[config.mk]
export PLATFORM = sky130hd
export DESIGN_NAME = psmc_power_save_ctrl
export DESIGN_NICKNAME = d
export VERILOG_FILES = /design/src/psmc_osc_timer.v /design/src/psmc_power_save_ctrl.v
export VERILOG_INCLUDE_DIRS = /design/src
export SDC_FILE = /design/constraint.sdc
export NUM_CORES = 1
export LEC_CHECK = 0
export BUFFER_PORTS_ARGS = -buffer_cell sky130_fd_sc_hd__buf_2
export CORE_MARGIN = 8
export CORE_UTILIZATION = 50
export CTS_BUF_LIST = sky130_fd_sc_hd__clkbuf_16
export DETAILED_ROUTE_END_ITERATION = 8
export GPL_TIMING_DRIVEN = 0
export MAX_ROUTING_LAYER = met4
export PLACE_DENSITY = 0.9
export RECOVER_POWER = 100
export SLEW_MARGIN = 10
export SYNTH_ARGS = -nofsm -noshare
export SYNTH_HDL_FRONTEND = slang
export SYNTH_SLANG_ARGS = --single-unit
[constraint.sdc]
create_clock -name ref_clk_i -period 2.6 [get_ports ref_clk_i]
set_input_delay 0.26 -clock ref_clk_i [delete_from_list [all_inputs] [get_ports ref_clk_i]]
set_output_delay 0.26 -clock ref_clk_i [all_outputs]
set_load 0.01 [all_outputs]
[src/psmc_map.vh]
// Register offsets, field positions, reset values and timing counts of the power-save controller.
`ifndef PSMC_MAP_VH
`define PSMC_MAP_VH

// ----------------------------------------------------------------------------
// Register offsets
// ----------------------------------------------------------------------------
`define PSMC_CTRL_OFS 4'h0
`define PSMC_STAT_OFS 4'h4
`define PSMC_CLKS_OFS 4'h8

// ----------------------------------------------------------------------------
// Control register fields and reset value
// ----------------------------------------------------------------------------
`define PSMC_CTRL_OSC_MAN_EN 0
`define PSMC_CTRL_RET_EN 1
`define PSMC_CTRL_WDT_EN 2
`define PSMC_CTRL_FAIL_SAFE_CLOCK_MONITOR_EN 3
`define PSMC_CTRL_W 4
`define PSMC_CTRL_RST 4'h0

// ----------------------------------------------------------------------------
// Status register fields
// ----------------------------------------------------------------------------
`define PSMC_STAT_RUN 0
`define PSMC_STAT_IDLE 1
`define PSMC_STAT_SLEEP 2
`define PSMC_STAT_DEEP 3
`define PSMC_STAT_OSC_ON 4
`define PSMC_STAT_OSC_RDY 5
`define PSMC_STAT_DS_FAIL 6
`define PSMC_STAT_RET_ON 7

// ----------------------------------------------------------------------------
// Power-save operands and timing
// ----------------------------------------------------------------------------
`define PSMC_OP_SLEEP 1'b0
`define PSMC_OP_IDLE 1'b1
`define PSMC_UNLOCK_INSNS 3'h5
`define PSMC_CLK_PERIOD_NS 50
`define PSMC_OSC_START_MS 1000
`define PSMC_OSC_START_CYC ((`PSMC_OSC_START_MS * 1000000) / `PSMC_CLK_PERIOD_NS)

// ----------------------------------------------------------------------------
// Bus responses
// ----------------------------------------------------------------------------
`define PSMC_RESP_OKAY 2'h0
`define PSMC_RESP_SLVERR 2'h2

`endif

[src/psmc_osc_timer.v]
// Start-up timer that reports when the secondary oscillator has settled.
`include "psmc_map.vh"

module psmc_osc_timer #(
  parameter CNT_W = 25,
  parameter [24:0] START_CYC = 25'h1312D00
) (
  // Clock and reset
  input wire ref_clk_i,
  input wire srst_i,
  // Oscillator run request and settled flag
  input wire run_i,
  output wire ready_o
);

  reg [CNT_W-1:0] cnt_ff;
  reg rdy_ff;
  wire [CNT_W-1:0] nxt_cnt;
  wire nxt_rdy;

  // Any stop of the oscillator restarts the settling count.
  assign nxt_cnt = !run_i ? {CNT_W{1'b0}} : (rdy_ff ? cnt_ff : cnt_ff + 1'b1);
  assign nxt_rdy = run_i && (rdy_ff || (cnt_ff + 1'b1 >= START_CYC));

  always @(posedge ref_clk_i) begin
    if (srst_i) begin
      cnt_ff <= {CNT_W{1'b0}};
      rdy_ff <= 1'b0;
    end else begin
      cnt_ff <= nxt_cnt;
      rdy_ff <= nxt_rdy;
    end
  end

  assign ready_o = rdy_ff;

endmodule

[src/psmc_power_save_ctrl.v]
// Power-save mode controller: Sleep, Idle and Deep Sleep sequencing with register access.
//
// The implementer's own choices: the AXI4-Lite slave port and the register offsets.
`include "psmc_map.vh"

// What this block does
// - Dependent module request starts secondary oscillator.
// - Manual enable pre-starts slow-settling oscillator.
// - Select fuse zero makes oscillator pins digital.
// - Sleep instruction stops clocks and execution.
// - Idle halts core, peripherals keep running.
// - Deep Sleep stops all but calendar, watchdog.
// - Interrupt in five-instruction unlock aborts Deep Sleep.
// - Enabled interrupt, watchdog, reset wake Sleep/Idle.
// - Coincident interrupt deferred, then immediate wake.
// - Deep Sleep interrupt lost unless regulator on.
// - Retention regulator active only in Sleep/Deep.
// - Regulator needs fuse zero and firmware bit.
// - Entering Idle clears the watchdog count.
// - Idle keeps system clock for peripherals.
// - Idle keeps RC oscillator for watchdog/monitor.
// - Idle wake resumes next instruction or handler.
// - Watchdog cleared in the first cycle of Sleep.
// - Sleep wake restores the entry clock source.
module psmc_power_save_ctrl #(
  parameter [24:0] OSC_START_CYC = `PSMC_OSC_START_CYC
) (
  // Clock and reset
  input wire ref_clk_i,
  input wire srst_i,
  // AXI4-Lite write address and data
  input wire [3:0] s_axi_awaddr_i,
  input wire s_axi_awvalid_i,
  output wire s_axi_awready_o,
  input wire [31:0] s_axi_wdata_i,
  input wire [3:0] s_axi_wstrb_i,
  input wire s_axi_wvalid_i,
  output wire s_axi_wready_o,
  // AXI4-Lite write response
  output reg [1:0] s_axi_bresp_o,
  output reg s_axi_bvalid_o,
  input wire s_axi_bready_i,
  // AXI4-Lite read
  input wire [3:0] s_axi_araddr_i,
  input wire s_axi_arvalid_i,
  output wire s_axi_arready_o,
  output reg [31:0] s_axi_rdata_o,
  output reg [1:0] s_axi_rresp_o,
  output reg s_axi_rvalid_o,
  input wire s_axi_rready_i,
  // Core instruction stream
  input wire core_insn_strobe_i,
  input wire power_save_instruction_i,
  input wire power_save_operand_i,
  input wire deep_sleep_arm_bit_wr_i,
  input wire [2:0] core_clk_src_i,
  // Wake sources
  input wire irq_pending_i,
  input wire wdt_timeout_i,
  input wire deep_wake_i,
  // Configuration fuses
  input wire secondary_osc_pin_select_i,
  input wire low_power_config_fuse_i,
  // Oscillator requests from dependent modules
  input wire osc_module_req_i,
  // Power and clock controls
  output reg core_halt_o,
  output reg sys_clk_stop_o,
  output reg periph_stop_o,
  output reg io_freeze_o,
  output reg flash_pwr_off_o,
  output reg sram_pwr_off_o,
  output reg retention_regulator_on_o,
  output reg low_power_rc_oscillator_run_o,
  output reg secondary_low_freq_oscillator_run_o,
  output wire secondary_osc_ready_o,
  output reg secondary_osc_pins_digital_o,
  output reg wdt_clear_o,
  output reg [2:0] core_clk_src_o,
  // Wake results toward the core
  output reg resume_o,
  output reg resume_isr_o,
  output reg deep_exit_reset_o
);

  // --------------------------------------------------------------------------
  // Mode states
  // --------------------------------------------------------------------------
  localparam [3:0] ST_RUN = 4'h1;
  localparam [3:0] ST_IDLE = 4'h2;
  localparam [3:0] ST_SLEEP = 4'h4;
  localparam [3:0] ST_DEEP = 4'h8;

  reg [3:0] state_ff;
  reg [3:0] nxt_state;
  reg [`PSMC_CTRL_W-1:0] ctrl_ff;
  reg [2:0] saved_clk_ff;
  reg [2:0] unlock_cnt_ff;
  reg [2:0] nxt_unlock_cnt;
  reg [1:0] arm_cnt_ff;
  reg [1:0] nxt_arm_cnt;
  reg ds_fail_ff;
  reg nxt_ds_fail;
  reg enter_idle;
  reg enter_sleep;
  reg enter_deep;
  reg wake;

  wire osc_man_en;
  wire ret_en;
  wire wdt_en;
  wire fail_safe_clock_monitor_en;
  wire ret_allowed;
  wire osc_run;
  wire wr_go;
  wire rd_go;

  assign osc_man_en = ctrl_ff[`PSMC_CTRL_OSC_MAN_EN];
  assign ret_en = ctrl_ff[`PSMC_CTRL_RET_EN];
  assign wdt_en = ctrl_ff[`PSMC_CTRL_WDT_EN];
  assign fail_safe_clock_monitor_en = ctrl_ff[`PSMC_CTRL_FAIL_SAFE_CLOCK_MONITOR_EN];
  assign ret_allowed = !low_power_config_fuse_i && ret_en;

  // --------------------------------------------------------------------------
  // Deep Sleep unlock tracking
  // --------------------------------------------------------------------------
  // The arm count only survives while the unlock window is open and no
  // interrupt has arrived; anything else disarms, and all but a power-save
  // instruction or leaving Run also records a failure.
  always @* begin
    nxt_arm_cnt = arm_cnt_ff;
    nxt_unlock_cnt = unlock_cnt_ff;
    nxt_ds_fail = ds_fail_ff;
    if (state_ff != ST_RUN) begin
      nxt_arm_cnt = 2'h0;
      nxt_unlock_cnt = 3'h0;
    end else if (arm_cnt_ff != 2'h0 && irq_pending_i) begin
      nxt_arm_cnt = 2'h0;
      nxt_unlock_cnt = 3'h0;
      nxt_ds_fail = 1'b1;
    end else if (core_insn_strobe_i) begin
      if (deep_sleep_arm_bit_wr_i) begin
        if (arm_cnt_ff == 2'h0) begin
          nxt_arm_cnt = 2'h1;
          nxt_unlock_cnt = 3'h1;
          nxt_ds_fail = 1'b0;
        end else if (arm_cnt_ff == 2'h1 && unlock_cnt_ff == 3'h1) begin
          nxt_arm_cnt = 2'h2;
          nxt_unlock_cnt = 3'h2;
        end else begin
          nxt_arm_cnt = 2'h0;
          nxt_unlock_cnt = 3'h0;
          nxt_ds_fail = 1'b1;
        end
      end else if (arm_cnt_ff != 2'h0) begin
        if (power_save_instruction_i) begin
          nxt_arm_cnt = 2'h0;
          nxt_unlock_cnt = 3'h0;
        end else if (unlock_cnt_ff + 3'h1 >= `PSMC_UNLOCK_INSNS) begin
          nxt_arm_cnt = 2'h0;
          nxt_unlock_cnt = 3'h0;
          nxt_ds_fail = 1'b1;
        end else begin
          nxt_unlock_cnt = unlock_cnt_ff + 3'h1;
        end
      end
    end
  end

  // --------------------------------------------------------------------------
  // Mode state machine
  // --------------------------------------------------------------------------
  always @* begin
    nxt_state = state_ff;
    enter_idle = 1'b0;
    enter_sleep = 1'b0;
    enter_deep = 1'b0;
    wake = 1'b0;
    case (state_ff)
      ST_RUN: begin
        // A coincident interrupt does not block entry; it wakes next cycle.
        if (core_insn_strobe_i && power_save_instruction_i) begin
          if (power_save_operand_i == `PSMC_OP_IDLE) begin
            nxt_state = ST_IDLE;
            enter_idle = 1'b1;
          end else if (arm_cnt_ff == 2'h2 && !irq_pending_i) begin
            nxt_state = ST_DEEP;
            enter_deep = 1'b1;
          end else begin
            nxt_state = ST_SLEEP;
            enter_sleep = 1'b1;
          end
        end
      end
      ST_IDLE, ST_SLEEP: begin
        if (irq_pending_i || wdt_timeout_i) begin
          nxt_state = ST_RUN;
          wake = 1'b1;
        end
      end
      ST_DEEP: begin
        if (deep_wake_i || irq_pending_i) begin
          nxt_state = ST_RUN;
          wake = 1'b1;
        end
      end
      default: begin
        nxt_state = ST_RUN;
      end
    endcase
  end

  always @(posedge ref_clk_i) begin
    if (srst_i) begin
      state_ff <= ST_RUN;
      arm_cnt_ff <= 2'h0;
      unlock_cnt_ff <= 3'h0;
      ds_fail_ff <= 1'b0;
      saved_clk_ff <= 3'h0;
    end else begin
      state_ff <= nxt_state;
      arm_cnt_ff <= nxt_arm_cnt;
      unlock_cnt_ff <= nxt_unlock_cnt;
      ds_fail_ff <= nxt_ds_fail;
      if (enter_sleep || enter_deep) begin
        saved_clk_ff <= core_clk_src_i;
      end
    end
  end

  // --------------------------------------------------------------------------
  // Power, clock and wake outputs
  // --------------------------------------------------------------------------
  always @(posedge ref_clk_i) begin
    if (srst_i) begin
      core_halt_o <= 1'b0;
      sys_clk_stop_o <= 1'b0;
      periph_stop_o <= 1'b0;
      io_freeze_o <= 1'b0;
      flash_pwr_off_o <= 1'b0;
      sram_pwr_off_o <= 1'b0;
      retention_regulator_on_o <= 1'b0;
      low_power_rc_oscillator_run_o <= 1'b0;
      wdt_clear_o <= 1'b0;
      core_clk_src_o <= 3'h0;
      resume_o <= 1'b0;
      resume_isr_o <= 1'b0;
      deep_exit_reset_o <= 1'b0;
    end else begin
      core_halt_o <= nxt_state != ST_RUN;
      // Idle leaves the system clock running for the peripherals.
      sys_clk_stop_o <= nxt_state == ST_SLEEP || nxt_state == ST_DEEP;
      periph_stop_o <= nxt_state == ST_DEEP;
      io_freeze_o <= nxt_state == ST_SLEEP || nxt_state == ST_DEEP;
      flash_pwr_off_o <= nxt_state == ST_DEEP;
      sram_pwr_off_o <= nxt_state == ST_DEEP && !ret_allowed;
      retention_regulator_on_o <= ret_allowed &&
        (nxt_state == ST_SLEEP || nxt_state == ST_DEEP);
      low_power_rc_oscillator_run_o <= wdt_en ||
        (nxt_state != ST_SLEEP && nxt_state != ST_DEEP && fail_safe_clock_monitor_en);
      wdt_clear_o <= wdt_en && (enter_idle || enter_sleep);
      if (wake && state_ff == ST_SLEEP) begin
        core_clk_src_o <= saved_clk_ff;
      end else if (nxt_state == ST_RUN) begin
        core_clk_src_o <= core_clk_src_i;
      end
      // Without retention a Deep Sleep exit restarts the core through reset and the interrupt is gone.
      resume_o <= wake && !(state_ff == ST_DEEP && !ret_allowed);
      resume_isr_o <= wake && irq_pending_i &&
        !(state_ff == ST_DEEP && !ret_allowed);
      deep_exit_reset_o <= wake && state_ff == ST_DEEP && !ret_allowed;
    end
  end

  // --------------------------------------------------------------------------
  // Secondary oscillator
  // --------------------------------------------------------------------------
  assign osc_run = secondary_osc_pin_select_i &&
    (osc_module_req_i || osc_man_en);

  always @(posedge ref_clk_i) begin
    if (srst_i) begin
      secondary_low_freq_oscillator_run_o <= 1'b0;
      secondary_osc_pins_digital_o <= 1'b0;
    end else begin
      secondary_low_freq_oscillator_run_o <= osc_run;
      secondary_osc_pins_digital_o <= !secondary_osc_pin_select_i;
    end
  end

  // The settling count tracks the registered run level.
  psmc_osc_timer #(
    .CNT_W(25),
    .START_CYC(OSC_START_CYC)
  ) u_osc_timer (
    .ref_clk_i(ref_clk_i),
    .srst_i(srst_i),
    .run_i(secondary_low_freq_oscillator_run_o),
    .ready_o(secondary_osc_ready_o)
  );

  // --------------------------------------------------------------------------
  // AXI4-Lite register slave
  // --------------------------------------------------------------------------
  assign wr_go = s_axi_awvalid_i && s_axi_wvalid_i && !s_axi_bvalid_o;
  assign s_axi_awready_o = wr_go;
  assign s_axi_wready_o = wr_go;
  assign rd_go = s_axi_arvalid_i && !s_axi_rvalid_o;
  assign s_axi_arready_o = rd_go;

  always @(posedge ref_clk_i) begin
    if (srst_i) begin
      ctrl_ff <= `PSMC_CTRL_RST;
      s_axi_bvalid_o <= 1'b0;
      s_axi_bresp_o <= `PSMC_RESP_OKAY;
    end else begin
      if (wr_go) begin
        s_axi_bvalid_o <= 1'b1;
        if (s_axi_awaddr_i == `PSMC_CTRL_OFS) begin
          s_axi_bresp_o <= `PSMC_RESP_OKAY;
          if (s_axi_wstrb_i[0]) begin
            ctrl_ff <= s_axi_wdata_i[`PSMC_CTRL_W-1:0];
          end
        end else if (s_axi_awaddr_i == `PSMC_STAT_OFS ||
                     s_axi_awaddr_i == `PSMC_CLKS_OFS) begin
          s_axi_bresp_o <= `PSMC_RESP_OKAY;
        end else begin
          s_axi_bresp_o <= `PSMC_RESP_SLVERR;
        end
      end else if (s_axi_bready_i) begin
        s_axi_bvalid_o <= 1'b0;
      end
    end
  end

  always @(posedge ref_clk_i) begin
    if (srst_i) begin
      s_axi_rvalid_o <= 1'b0;
      s_axi_rdata_o <= 32'h0;
      s_axi_rresp_o <= `PSMC_RESP_OKAY;
    end else begin
      if (rd_go) begin
        s_axi_rvalid_o <= 1'b1;
        s_axi_rresp_o <= `PSMC_RESP_OKAY;
        s_axi_rdata_o <= 32'h0;
        case (s_axi_araddr_i)
          `PSMC_CTRL_OFS: begin
            s_axi_rdata_o <= {28'h0, ctrl_ff};
          end
          `PSMC_STAT_OFS: begin
            s_axi_rdata_o <= {24'h0, retention_regulator_on_o, ds_fail_ff,
              secondary_osc_ready_o, secondary_low_freq_oscillator_run_o, state_ff};
          end
          `PSMC_CLKS_OFS: begin
            s_axi_rdata_o <= {29'h0, saved_clk_ff};
          end
          default: begin
            s_axi_rresp_o <= `PSMC_RESP_SLVERR;
          end
        endcase
      end else if (s_axi_rready_i) begin
        s_axi_rvalid_o <= 1'b0;
      end
    end
  end

endmodule

==> results.md <==
* Status: finished clean
* H-tree depth at 3
* Clock root buffer: clkbuf_16
* Slew Limit Fails at 0
* RSZ-0062 raised after global routing: false
* Mapped Avg Cell Area at between 8 and 9 um^2
* Post-layout util at between 60% and 70%
* Final Hold Vio Count at 0
* Flop pwr share at 45.8%
* CTS buffer count at 9
* VDD IR max at 374 uV
* Yosys reg bits at 70
* Setup_tns at 0 ns
* Mapped Area at 3710 um^2
* Clock skew at 0.00426 ns
* GRT Overall Usage at 18.8%
* Share of cells above drive strength 1 at between 10% and 20%
* Biggest cell delay along the critical path at 0.53 ns
* Grt ovf at 0
* Crit start category: flop
* Antenna cell count at 0
* Critical path type: reg2reg
* Buf/Inv on CP at 1
* Rel. slew slack at 29.3%
* Final min period at between 2 and 3 ns
* Most frequent cells in the layout: nor2_1, dfxtp_1, clkbuf_1
* Vias in the first global route at about 3400
* Max clock buf depth at 2
* Initial DRC Count at 203
* Gpl congestion at around 0.9
* Crit-path cells: nand4_4, or3_1, buf_2, nand2b_4, xor2_1, or4_4, a311oi_1, a311o_1
* LEAKAGE at 1.76 nW
* ANT nets after route at 0
* Crit path capture type: flop
* Vias per inst at 5.37
* Die area at 10400 um^2
* First-pass GRT wire length at 15300 um
* Skew-Pair Late Insertion Delay at 0.33 ns
* Crit Path Max Fanout at 6
* Largest net degree at the start of global routing at 14
* Buffers on Ports at between 60 and 70
* Warning count from the yosys run at 0
* Power Density at 533 nW/um^2
* Post-synth cell types at 53
* Number of cell rows at 31
* Die W at just over 100 um
* CTS tree: yes
* Final net count at 631
* Net load switching power at 599 uW
* Initial Utilization at 51.5%
* Chip height at 102 um
* WL final at 9420 um
* Router iterations before antenna repair at 5
* Final Cycle Share at 96.5%
* CTS sink cnt at 70
* CP Data Required Time at 2.87 ns
* Clk pwr share at roughly 46%
* Data arrival time of the critical path at between 2 and 3 ns
* Mapped Cells at approximately 460
* Antenna violations before repair at 0
* Synth Flop Type: dfxtp_1
* Seq/Total Area, Yosys at 37.7%
* Asr flop ratio synth at 0%
* EDFF count, synth at 0
* Switch share at 24.8%
* CTS clk-pin slew, worst paths at 0.06 ns
* Hold Buf Count CTS at 0
* Wire length per cell at 14.1 um
* FF+latch area at 1400 um^2
* Commonest non-fill, non-tap cell in the layout: nor2_1
* P_int at 1.82 mW
* Logic pwr share at 8.0%
* MaxCap Viol Count at 0
* Fmax at 398 MHz
* Vias at 3575
* Layout Area Growth over Synthesis at 22.1%
* DRC at 0
* Measured slew at the worst slew-check pin at 1.05 ns
* IO Count at 123
* Slowest stage cell on the critical path: or4_4
* Min-Delay Path Class: in2reg
* Core area at slightly above 7000 um^2
* Post-DP HPWL at between 7000 and 8000 um
* Fill count at roughly 640
* Crit-path leading delay family: simple AND/OR/NAND/NOR gates
* Final Setup Violations at 0
* Multi-input logic area at between 2000 and 2500 um^2
-- path summary, 6_finish.rpt --
check,startpoint,end,slack (ns),cells past startpoint
worst min-delay path,secondary_osc_pin_select_i,secondary_osc_pins_digital_o$_SDFF_PP0_,0.09,2
worst max register to register,u_osc_timer.cnt_ff[10]$_SDFFE_PP0N_,u_osc_timer.ready_o$_SDFF_PP0_,0.09,8
worst max-delay path,u_osc_timer.cnt_ff[10]$_SDFFE_PP0N_,u_osc_timer.ready_o$_SDFF_PP0_,0.09,8
worst min register to register,s_axi_rdata_o[3]$_SDFFE_PP0P_,s_axi_rdata_o[3]$_SDFFE_PP0P_,0.48,2
-- through the flow --
step                      hold WS (ns)  setup WS, ns  power (mW)  cells  cell area (um^2)
after detailed placement         0.432        0.0311        1.32    649              4240
after global routing            0.0885        0.0107        2.51    666              4530
final                           0.0920        0.0902        2.42    666              4530
after CTS                       0.0786        0.0162        2.44    664              4510
after floorplan                  0.332         0.328        1.26    489              3810
after global placement           0.433        0.0854        1.32    649              4240
-- registers in the layout (all words and copies together) (netlist names), 2 cells and up --
signal,count
core_clk_src_o,3
state_ff,4
arm_cnt_ff,2
ctrl_ff,4
u_osc_timer.cnt_ff,25
unlock_cnt_ff,3
saved_clk_ff,3
s_axi_rdata_o,8
-- area by class of cell --
cell class	count	area share [%]
clock buffer	9	4.97
buffer	54	7.18
clock inverter	6	1.08
timing repair buffer	63	6.16
inverter	9	0.745
multi-input combinational	356	46.2
tap	99	2.73
sequential	70	31.0
-- power groups by stage --
stage | Combinational [mW] | Sequential [mW] | Clock, mW
after CTS | 0.194 | 1.11 | 1.14
after floorplan | 0.126 | 1.13 | 0
final | 0.193 | 1.11 | 1.12
after global routing | 0.215 | 1.11 | 1.18
after detailed placement | 0.193 | 1.13 | 0
after global placement | 0.190 | 1.13 | 0
-- layer usage --
layer / global-route usage, % / routed length (um) / vias up
li1: - / - / 1752
met1: 20.7 / 3840 / 1627
met4: 7.45 / 184 / 0
met2: 31.3 / 4670 / 174
met3: 5.52 / 722 / 22
met5: - / 0 / -
-- repair_timing --
action                                  CTS  global route
gates resized for setup                   0            11
hold endpoints to repair                  0             0
setup buffers                             0             2
endpoints found under the setup margin    0             1
-- Yosys cell counts (6+ instances only) --
cell type	count	area share, %
xnor2_1	18	4.2
nand4_1	9	1.5
nand2_1	37	3.7
o21ai_0	12	1.6
nor4_1	6	1.0
dfxtp_1	70	38
nor2_1	81	8.2
nand3_1	17	2.3
or3_1	9	1.5
clkbuf_1	16	1.6
inv_1	9	0.91
a22oi_1	9	1.8
xor2_1	16	3.8
mux2i_1	9	2.4
a21oi_1	24	3.2
nor3_1	17	2.3
buf_2	6	0.81
buf_4	30	6.1
-- cells by family after synthesis --
| family | count (synthesis) | share of synthesized area [%] |
|---|---|---|
| multiplexers | 9 | 2.43 |
| flip-flops | 70 | 37.7 |
| XOR/XNOR | 34 | 8.02 |
| AO/OA/AOI/OAI | 71 | 12.4 |
| other | 1 | 0.101 |
| buffers and inverters | 63 | 9.64 |
| AND/OR/NAND/NOR | 212 | 28.3 |
| adder cells (fa/ha/maj) | 4 | 1.35 |
-- worst reg2reg max path: stages, from the launching register on --
cell and delay [ns]:
dfxtp_1 0.49, nand4_4 0.15, or3_1 0.37, buf_2 0.17, nand2b_4 0.15, xor2_1 0.16, or4_4 0.53, a311oi_1 0.28
a311o_1 0.16
Note: power is estimated with default switching activity, not from simulation.
